[config.mk]
export PLATFORM = sky130hd
export DESIGN_NAME = adc_converter_end_flat
export DESIGN_NICKNAME = d
export VERILOG_FILES = /design/src/design/adc_link_pkg.sv /design/src/design/adc_spi_if.sv /design/src/design/adc_converter_end.sv /design/src/flat_wrapper.sv
export SDC_FILE = /design/constraint.sdc
export NUM_CORES = 1
export LEC_CHECK = 0
export BUFFER_PORTS_ARGS = -buffer_cell sky130_fd_sc_hd__buf_4
export CAP_MARGIN = 5
export CELL_PAD_IN_SITES_DETAIL_PLACEMENT = 0
export CELL_PAD_IN_SITES_GLOBAL_PLACEMENT = 1
export CORE_ASPECT_RATIO = 2
export CORE_UTILIZATION = 40
export DETAILED_ROUTE_END_ITERATION = 6
export GPL_TIMING_DRIVEN = 0
export PLACE_DENSITY = 0.79
export SYNTH_ARGS = -nofsm -noshare
export SYNTH_HDL_FRONTEND = slang
export SYNTH_SLANG_ARGS = --single-unit
[constraint.sdc]
create_clock -name clk -period 2.17 [get_ports clk]
set_input_delay 0.434 -clock clk [delete_from_list [all_inputs] [get_ports clk]]
set_output_delay 0.434 -clock clk [all_outputs]
set_load 0.01 [all_outputs]
[src/design/adc_link_pkg.sv]
package adc_link_pkg;

  // ****************************************
  // Frame layout
  // ****************************************
  localparam int unsigned RESULT_BITS      = 12;
  localparam int unsigned CHAN_BITS        = 3;
  localparam int unsigned BYTE_BITS        = 8;
  localparam int unsigned FRAME_BYTES      = 3;
  localparam int unsigned LEAD_ZEROS       = 5;
  localparam int unsigned CNT_W            = 6;
  localparam int unsigned BIT_CNT_W        = 4;
  localparam int unsigned BYTE_CNT_W       = 2;
  // Clocks after start bit: mode, 3 channel bits, one sample clock
  localparam logic [CNT_W-1:0] CFG_CLOCKS  = 6'h05;
  // Null bit index, first MSB index, end of LSB-first repeat
  localparam logic [CNT_W-1:0] NULL_SLOT   = 6'h05;
  localparam logic [CNT_W-1:0] MSB_SLOT    = 6'h06;
  localparam logic [CNT_W-1:0] LSBF_END    = 6'h23;

  // ****************************************
  // Timing
  // ****************************************
  localparam int unsigned CLK_HZ           = 20000000;
  localparam int unsigned CONV_MAX_US      = 1200;
  localparam int unsigned CONV_MAX_CYC     = (CONV_MAX_US * (CLK_HZ / 1000000));
  localparam int unsigned SCK_HALF_CYC     = 4;

  typedef enum logic [1:0] {mode_00, mode_11} spi_mode_t;

endpackage : adc_link_pkg

[src/design/adc_spi_if.sv]
`timescale 1ns/1ps
`default_nettype none
interface adc_spi_if;
  logic sck;
  logic select_and_powerdown_input;
  logic mosi;
  logic miso_o;
  logic miso_oe;
  logic miso;
  assign miso = miso_oe ? miso_o : 1'b1;
  modport converter (input sck, input select_and_powerdown_input, input mosi, output miso_o, output miso_oe);
  modport host (output sck, output select_and_powerdown_input, output mosi, input miso);
endinterface : adc_spi_if
`default_nettype wire

[src/design/adc_converter_end.sv]
`timescale 1ns/1ps
`default_nettype none
module adc_converter_end
  import adc_link_pkg::*;
(
  input  wire logic                   clk,
  input  wire logic                   resetn,
  input  wire logic                   clk_en,
  adc_spi_if.converter                spi,
  input  wire logic [RESULT_BITS-1:0] sample_value,
  output logic                        sample_take,
  output logic      [CHAN_BITS:0]     sample_config
);

  typedef enum logic [1:0] {st_idle, st_cfg, st_data} conv_state_t;

  typedef struct packed {
    logic [1:0]             sck_s;
    logic [1:0]             cs_s;
    logic [1:0]             mosi_s;
    logic                   sck_d;
    conv_state_t            state;
    logic [CNT_W-1:0]       cnt;
    logic [CHAN_BITS:0]     cfg;
    logic [RESULT_BITS-1:0] res;
    logic                   dout;
    logic                   oe;
    logic                   take;
  } conv_t;

  conv_t st_r;
  conv_t st_nxt;

  logic rise;
  logic fall;
  logic cs_n;
  logic din;

  // ****************************************
  // Pin synchronisers and edges
  // ****************************************
  assign cs_n = st_r.cs_s[1];
  assign din  = st_r.mosi_s[1];
  assign rise = st_r.sck_s[1] & ~st_r.sck_d;
  assign fall = ~st_r.sck_s[1] & st_r.sck_d;

  always_comb
  begin
    st_nxt        = st_r;
    st_nxt.sck_s  = {st_r.sck_s[0], spi.sck};
    st_nxt.cs_s   = {st_r.cs_s[0], spi.select_and_powerdown_input};
    st_nxt.mosi_s = {st_r.mosi_s[0], spi.mosi};
    st_nxt.sck_d  = st_r.sck_s[1];
    st_nxt.take   = 1'b0;
    if (cs_n)
    begin
      // Raising select aborts any frame
      st_nxt.state = st_idle;
      st_nxt.oe    = 1'b0;
      st_nxt.cnt   = '0;
    end
    else
    begin
      case (st_r.state)
        st_idle:
        begin
          if (rise && din)
          begin
            st_nxt.state = st_cfg;
            st_nxt.cnt   = '0;
          end
        end
        st_cfg:
        begin
          if (rise)
          begin
            if (st_r.cnt < CFG_CLOCKS - 6'h01)
            begin
              st_nxt.cfg = {st_r.cfg[CHAN_BITS-1:0], din};
            end
            st_nxt.cnt = st_r.cnt + 6'h01;
          end
          if (fall && st_r.cnt == CFG_CLOCKS)
          begin
            // Sampling ends here; result is taken as a whole
            st_nxt.take  = 1'b1;
            st_nxt.res   = sample_value;
            st_nxt.state = st_data;
            st_nxt.oe    = 1'b1;
            st_nxt.dout  = 1'b0;
            st_nxt.cnt   = NULL_SLOT;
          end
        end
        st_data:
        begin
          if (fall)
          begin
            st_nxt.cnt = (st_r.cnt == LSBF_END) ? st_r.cnt : st_r.cnt + 6'h01;
            if (st_r.cnt < MSB_SLOT + 6'(RESULT_BITS) - 6'h01)
            begin
              // MSB first
              st_nxt.dout = st_r.res[RESULT_BITS - 1 - 32'(st_r.cnt + 6'h01 - MSB_SLOT)];
            end
            else if (st_r.cnt < LSBF_END - 6'h01)
            begin
              // LSB first, skipping the shared LSB
              st_nxt.dout = st_r.res[32'(st_r.cnt + 6'h02 - MSB_SLOT) - RESULT_BITS];
            end
            else
            begin
              st_nxt.dout = 1'b0;
            end
          end
        end
        default:
        begin
          st_nxt.state = st_idle;
        end
      endcase
    end
  end

  always_ff @(posedge clk)
  begin
    if (!resetn)
    begin
      st_r       <= '0;
      st_r.cs_s  <= 2'h3;
      st_r.state <= st_idle;
    end
    else if (clk_en)
    begin
      st_r <= st_nxt;
    end
  end

  assign spi.miso_o    = st_r.dout;
  assign spi.miso_oe   = st_r.oe;
  assign sample_take   = st_r.take;
  assign sample_config = st_r.cfg;

endmodule : adc_converter_end
`default_nettype wire

[src/flat_wrapper.sv]
// flat-port wrapper written by rule: the top's interface ports become plain ports
module adc_converter_end_flat import adc_link_pkg::*;
  (clk, resetn, clk_en, sample_value, sample_take, sample_config, spi_sck, spi_select_and_powerdown_input, spi_mosi, spi_miso_o, spi_miso_oe);
  adc_spi_if spi_i ();
  input  wire logic clk;
  input  wire logic resetn;
  input  wire logic clk_en;
  input  wire logic [RESULT_BITS-1:0] sample_value;
  output logic sample_take;
  output logic      [CHAN_BITS:0] sample_config;
  input wire logic [$bits(spi_i.sck)-1:0] spi_sck;
  input wire logic [$bits(spi_i.select_and_powerdown_input)-1:0] spi_select_and_powerdown_input;
  input wire logic [$bits(spi_i.mosi)-1:0] spi_mosi;
  output wire logic [$bits(spi_i.miso_o)-1:0] spi_miso_o;
  output wire logic [$bits(spi_i.miso_oe)-1:0] spi_miso_oe;
  assign spi_i.sck = spi_sck;
  assign spi_i.select_and_powerdown_input = spi_select_and_powerdown_input;
  assign spi_i.mosi = spi_mosi;
  assign spi_miso_o = spi_i.miso_o;
  assign spi_miso_oe = spi_i.miso_oe;
  adc_converter_end u_core (.clk(clk), .resetn(resetn), .clk_en(clk_en), .spi(spi_i), .sample_value(sample_value), .sample_take(sample_take), .sample_config(sample_config));
endmodule
---- After elaboration in Yosys (flattened, before gate mapping) ----
Index checks and enable logic that the tools add are counted.
cells by class
  $add $sub $neg .......................... 7
  order comparisons ....................... 5
  eq/ne operators ......................... 12
  multiplexer cells ....................... 21
  bitwise logic cells ..................... 5
  reductions and logical operators ........ 13
operators by type and width
  kind                                                                           number
  32-bit by 5-bit less-than comparator with 1-bit output, second input constant  2
  32-bit by 3-bit subtractor with 32-bit output, second input constant           2
  32-bit by 4-bit subtractor with 32-bit output, second input constant           1
  4-bit by 32-bit subtractor with 32-bit output, first input constant            1
  8-bit 2-to-1 mux                                                               3
  6-bit case mux with 3 select lines                                             1
  6-bit 2-to-1 mux                                                               2
  10-bit 2-to-1 mux                                                              1
  5-bit AND reduction                                                            2
  3-bit by 1-bit inequality test with 1-bit output, second input constant        3
  1-bit binary-select mux with 4-bit select                                      2
  4-bit AND reduction                                                            2
  6-bit by 1-bit adder with 7-bit output, second input constant                  1
  6-bit by 2-bit adder with 7-bit output, second input constant                  1
  1-bit 2-to-1 mux                                                               7
  6-bit by 1-bit adder with 6-bit output, second input constant                  1
  6-bit by 3-bit equality test with 1-bit output, second input constant          1
  6-bit equality test, second input constant                                     1
  6-bit by 3-bit less-than comparator with 1-bit output, second input constant   1
  6-bit by 5-bit less-than comparator with 1-bit output, second input constant   1
  6-bit less-than comparator, second input constant                              1
  2-bit by 1-bit inequality test with 1-bit output, second input constant        3
  2-bit case mux with 3 select lines                                             1
  6-bit AND reduction                                                            1
  15 further kinds                                                               21
storage, ports and cells
  register bits after elaboration ......... 34
  output and inout bits ................... 7

---- Depth between registers and ports, before layout ----
  depth after elaboration ................. 9
  gate-level depth with buffers ........... 10

---- Worst setup path before layout ----
No wires, ideal clock.
  path type ............................... reg-to-reg
  from .................................... register u_core.st_r[19] (netlist bit)
  to ...................................... register u_core.st_r, in the netlist u_core.spi.miso_o
  setup time .............................. 123 ps
  arrival time ............................ 2,107 ps
  required time ........................... 2,047 ps
  slack ................................... -60 ps
  cell stages (with the launch flop) ...... 10
  clock period less this slack ............ 2,230 ps
  cells stage by stage .................... dfxtp_1 buf_2 inv_1 ha_1 inv_1 ha_1 mux4_2 nand2_1 and4_1 o32ai_1
between the ends
  cells in the longest elaborated chain, start to end .. 9
  elaborated cells between the ends (all ways) .. 20
  those cells by class .................... add/sub: 6; order compare: 2; eq/ne: 2; mux: 8; reduce/logical: 2
ends and longest elaborated chain
  what                                           RTL line                  text
  start, declared                                adc_converter_end.sv:31   conv_t st_r;
  start signal, assigned                         adc_converter_end.sv:133  st_r <= st_nxt;
  6-bit by 2-bit adder with 7-bit output         adc_converter_end.sv:107  st_nxt.dout = st_r.res[32'(st_r.cnt + 6'h02 - MSB_SLOT) - RESULT_BITS];
  32-bit by 3-bit subtractor with 32-bit output  adc_converter_end.sv:107
  32-bit by 4-bit subtractor with 32-bit output  adc_converter_end.sv:107
  1-bit binary-select mux with 4-bit select      adc_converter_end.sv:107
  1-bit 2-to-1 mux (not written as such)         adc_converter_end.sv:107
  1-bit 2-to-1 mux                               adc_converter_end.sv:104  else if (st_r.cnt < LSBF_END - 6'h01)
  1-bit 2-to-1 mux                               adc_converter_end.sv:99   if (st_r.cnt < MSB_SLOT + 6'(RESULT_BITS) - 6'h01)
  1-bit 2-to-1 mux                               adc_converter_end.sv:96   if (fall)
  1-bit case mux with 2 select lines             adc_converter_end.sv:64   case (st_r.state)
Parallel ways exist; a longest one is shown, timed or not. The select of a mux whose other input is x is not followed.
A chain may end at the register's enable or synchronous reset.

---- Final worst setup path ----
Ends and elaborated chain as after synthesis.

==> metrics.txt <==
# TYPE chip_impl_metric gauge
chip_impl_metric{name="netlist_instances",unit=""} 213
chip_impl_metric{name="fp.coreArea",unit="um2"} 4860
chip_impl_metric{name="slew_violations",unit=""} 0
chip_impl_info{name="timing.rr.start",value="u_core.st_r[19]"} 1
chip_impl_metric{name="initial_utilization",unit="%"} 41.5
chip_impl_metric{name="share_clk_of_total_power",unit="%"} 38.9
chip_impl_info{name="outcome",value="finished, final reports clean"} 1
chip_impl_metric{name="max_slew.worst_pin.slew",unit="ns"} 0.787
chip_impl_metric{name="crit_fanout",unit=""} 6
chip_impl_info{name="synth.top_cells.by_area",value="sky130_fd_sc_hd__dfxtp_1 (34%), sky130_fd_sc_hd__mux2i_1 (13%), sky130_fd_sc_hd__ha_1 (5.6%)"} 1
chip_impl_info{name="cts_tree",value="built"} 1
chip_impl_metric{name="maxCapViolCount",unit=""} 0
chip_impl_info{name="crit_chain",value="buf_8 -> inv_1 -> ha_4 -> inv_2 -> ha_4 -> mux4_2 -> nand2_1 -> and4_1 -> o32ai_1"} 1
chip_impl_metric{name="dr.pass1.iters",unit=""} 4
chip_impl_metric{name="internal-power",unit="W"} 0.000957
chip_impl_metric{name="vias_in_the_first_global_route",unit=""} 1587
chip_impl_metric{name="fin_hold_ws",unit="ns"} 0.349
chip_impl_info{name="worst_path_most_repeated_cell",value="sky130_fd_sc_hd__ha_4"} 1
chip_impl_metric{name="synthesis.area",unit="um2"} 2020
chip_impl_metric{name="diodes",unit=""} 0
chip_impl_metric{name="die-height",unit="um"} 102
chip_impl_info{name="beginning_of_the_critical_path",value="u_core.st_r[19]"} 1
chip_impl_metric{name="power.sequential.fraction",unit="%"} 50.4
chip_impl_metric{name="synth.yosys.warnings",unit=""} 0
chip_impl_metric{name="fin_skew",unit="ns"} 0.00756
chip_impl_metric{name="final_net_count",unit=""} 274
chip_impl_metric{name="boundaryPins",unit=""} 25
chip_impl_metric{name="critical-path-max-stage-delay",unit="ns"} 0.48
chip_impl_metric{name="timing.critical_path.buf_inv",unit=""} 3
chip_impl_metric{name="cts_num_sinks",unit=""} 34
chip_impl_info{name="timing_worst_setup_path_type",value="flip-flop to flip-flop"} 1
chip_impl_metric{name="maximum_number_of_pins_on_one_net_before_global_route_repair",unit=""} 11
chip_impl_metric{name="port_buffers",unit=""} 23
chip_impl_info{name="critical_path_source_type",value="flip-flop"} 1
chip_impl_metric{name="synth.distinct_cells",unit=""} 55
chip_impl_metric{name="detail_route.vias_per_cell",unit=""} 5.43
chip_impl_metric{name="cts.reportedPaths.clkPinSlew",unit="ns"} 0.07
chip_impl_metric{name="power.net_switching",unit="W"} 0.000306
chip_impl_metric{name="wirelength",unit="um"} 4530
chip_impl_metric{name="grt.overflow.total",unit=""} 0
chip_impl_metric{name="muxShareOfSynthArea",unit="%"} 17.9
chip_impl_metric{name="netSwitchingFraction",unit="%"} 24.3
chip_impl_metric{name="clk_latency",unit="ns"} 0.28
chip_impl_metric{name="hold_violations",unit=""} 0
chip_impl_metric{name="synth_fa_ha_area_share",unit="%"} 5.58
chip_impl_metric{name="post_synthesis_share_of_cell_area_spent_on_xor_and_xnor_gates",unit="%"} 2.17
chip_impl_info{name="hold_class",value="input port to flip-flop"} 1
chip_impl_metric{name="syn-mean-instance-area",unit="um2"} 9.47
chip_impl_info{name="cell_taking_the_most_area_after_synthesis",value="sky130_fd_sc_hd__dfxtp_1"} 1
chip_impl_metric{name="detail_route.drc_violations",unit=""} 0
chip_impl_metric{name="dr_total_vias",unit=""} 1656
chip_impl_metric{name="max_clock_freq",unit="GHz"} 0.479
chip_impl_metric{name="cts-root-to-sink-buffers",unit=""} 2
chip_impl_info{name="launch_point_of_the_worst_hold_path",value="resetn"} 1
chip_impl_metric{name="synth-compound-area-share",unit="%"} 12.1
chip_impl_metric{name="final_antenna_net_count",unit=""} 0
chip_impl_metric{name="final_layout_size_suffix_gt1_share",unit="%"} 28.6
chip_impl_metric{name="final_core_utilization",unit="%"} 49.9
chip_impl_metric{name="initial_antenna_violation_count",unit=""} 0
chip_impl_metric{name="grtUsageTotal",unit="%"} 18.7
chip_impl_metric{name="setup_viol",unit=""} 0
chip_impl_metric{name="max-slew-margin-rel",unit="%"} 47.4
chip_impl_metric{name="synth_top_cell_area_share",unit="%"} 33.7
chip_impl_metric{name="final.period_utilization",unit="%"} 96.3
chip_impl_info{name="root_buffer",value="sky130_fd_sc_hd__clkbuf_8"} 1
chip_impl_info{name="final_common_cell",value="sky130_fd_sc_hd__buf_4"} 1
chip_impl_metric{name="inserted_clock_buffers",unit=""} 5
chip_impl_metric{name="synth_nets",unit=""} 240
chip_impl_metric{name="peakVddDrop",unit="V"} 0.000528
chip_impl_metric{name="synthSimpleGateAreaFrac",unit="%"} 21.1
chip_impl_metric{name="timing.critical_path.arrival",unit="ns"} 2.26
chip_impl_metric{name="synth_seq_area_share",unit="%"} 33.7
chip_impl_metric{name="p_per_area",unit="nW/um2"} 520
chip_impl_metric{name="avgRoutedWirePerCell",unit="um"} 14.9
chip_impl_metric{name="die_x",unit="um"} 52.2
chip_impl_metric{name="gpl.final_weighted_congestion",unit=""} 0.889
chip_impl_metric{name="synth_edf_count",unit=""} 0
chip_impl_info{name="most_used_cells_in_the_layout_excluding_fill_and_tap_cells",value="sky130_fd_sc_hd__buf_4 (34), sky130_fd_sc_hd__dfxtp_1 (32), sky130_fd_sc_hd__nor2_1 (28), sky130_fd_sc_hd__mux2i_1 (26), sky130_fd_sc_hd__nand2_1 (14)"} 1
chip_impl_metric{name="total_leakage_power",unit="nW"} 0.984
chip_impl_metric{name="die-area",unit="um2"} 5350
chip_impl_metric{name="global_route_wire_length_before_repair",unit="um"} 7420
chip_impl_metric{name="cts-htree-levels",unit=""} 2
chip_impl_metric{name="finalCriticalPeriod",unit="ns"} 2.09
chip_impl_metric{name="postSynthRegisterBits",unit=""} 34
chip_impl_info{name="worstSetupEndpointType",value="flip-flop"} 1
chip_impl_metric{name="dr.first_iter.drc_count",unit=""} 28
chip_impl_info{name="cpLargestDelayFamily",value="adder cells"} 1
chip_impl_metric{name="power_frac_comb",unit="%"} 10.6
chip_impl_metric{name="cp_data_required_time",unit="ns"} 2.34
chip_impl_info{name="crit_path_top_delay_cell",value="sky130_fd_sc_hd__mux4_2"} 1
chip_impl_metric{name="cts-hold-fix-buffers",unit=""} 0
chip_impl_metric{name="row_count",unit=""} 36
chip_impl_metric{name="areaGrowthSynthToFinish",unit="%"} 20.5
chip_impl_metric{name="place.detailed.hpwl",unit="um"} 3430
chip_impl_metric{name="async_reset_ff_share",unit="%"} 0
chip_impl_info{name="combinational_family_with_the_most_area_after_synthesis",value="simple AND/OR/NAND/NOR gates"} 1
chip_impl_info{name="ys_dominant_reg_cell",value="sky130_fd_sc_hd__dfxtp_1"} 1
[cell usage after synthesis (all sizes together) (3+ instances only)]
cell    number
mux4         4
a21oi       10
nor2        29
and2b        3
dfxtp       34
mux2i       26
clkbuf       6
o22ai        3
ha           9
nor3         7
nand4        3
inv          8
nand2       15
o21ai        3
buf         11
xnor2        4
o41ai        3
[area by class of cell]
type | instances | area (um2)
Tap cell | 57 | 71.3
Timing Repair Buffer | 27 | 203
Inverter | 8 | 30.0
Clock inverter | 1 | 5.00
Sequential cell | 34 | 686
Clock buffer | 7 | 86.3
Fill cell | 492 | 2430
Multi-Input combinational cell | 154 | 1220
Buffer | 17 | 129
[metrics by stage]
stage | power [W] | std cells | worst slack [ns] | setup TNS [ns] | cell area, um2
2_1_floorplan | 0.000729 | 213 | 0.00822 | 0 | 2020
3_3_place_gp | 0.000773 | 293 | -0.155 | -0.155 | 2270
3_5_place_dp | 0.000774 | 293 | -0.149 | -0.149 | 2270
4_1_cts | 0.00127 | 301 | 0.00110 | 0 | 2390
5_1_grt | 0.00131 | 305 | -0.00316 | -0.00316 | 2430
6_report | 0.00126 | 305 | 0.0808 | 0 | 2430
[cells by family after synthesis]
logic type | after synthesis
flops | 34
xor+xnor | 5
compound gates | 33
buf+inv | 25
fa+ha+maj | 9
simple gates | 76
mux | 31
[power by group through the flow]
| stage | combinational, W | clock (W) | sequential, W |
|---|---|---|---|
| after floorplan | 0.0000786 | 0 | 0.000651 |
| after global placement | 0.000121 | 0 | 0.000652 |
| after CTS | 0.000128 | 0.000503 | 0.000637 |
| after global routing | 0.000146 | 0.000531 | 0.000638 |
| after detailed placement | 0.000121 | 0 | 0.000652 |
| final | 0.000134 | 0.000492 | 0.000637 |
[layer usage]
metal / track usage [%] / vias up / routed length, um
met5: 0 / - / 0
met1: 19.0 / 787 / 1790
met2: 34.7 / 32 / 2470
li1: - / 827 / -
met3: 2.98 / 10 / 125
met4: 10.1 / 0 / 148
[final timing paths]
path | end | slack (ns) | cells past startpoint
min reg2reg | u_core.spi.miso_o | 0.47 | 2
min | u_core.cs_n | 0.35 | 2
max | u_core.spi.miso_o | 0.08 | 9
max reg2reg | u_core.spi.miso_o | 0.08 | 9
[flip-flops by register name, summed over array words and instances, names as in the netlist]
name                  cells
u_core.cs_n               1
u_core.din                1
u_core.sample_config      4
u_core.sample_take        1
u_core.spi.miso_o         1
u_core.spi.miso_oe        1
u_core.st_nxt             4
u_core.st_r              21
[what timing repair did]
item	4_1_cts	5_1_grt
setup endpoints to repair	1	1
resized for setup	5	2
buffers inserted	0	4
[worst reg2reg max path: stages (launching register included)]
cell                      delay, ns
sky130_fd_sc_hd__dfxtp_2       0.37
sky130_fd_sc_hd__buf_8         0.12
sky130_fd_sc_hd__inv_1         0.06
sky130_fd_sc_hd__ha_4          0.29
sky130_fd_sc_hd__inv_2         0.05
sky130_fd_sc_hd__ha_4          0.27
sky130_fd_sc_hd__mux4_2        0.48
sky130_fd_sc_hd__nand2_1       0.07
sky130_fd_sc_hd__and4_1        0.18
sky130_fd_sc_hd__o32ai_1       0.08
No activity file was read; power rests on OpenSTA's default activity.
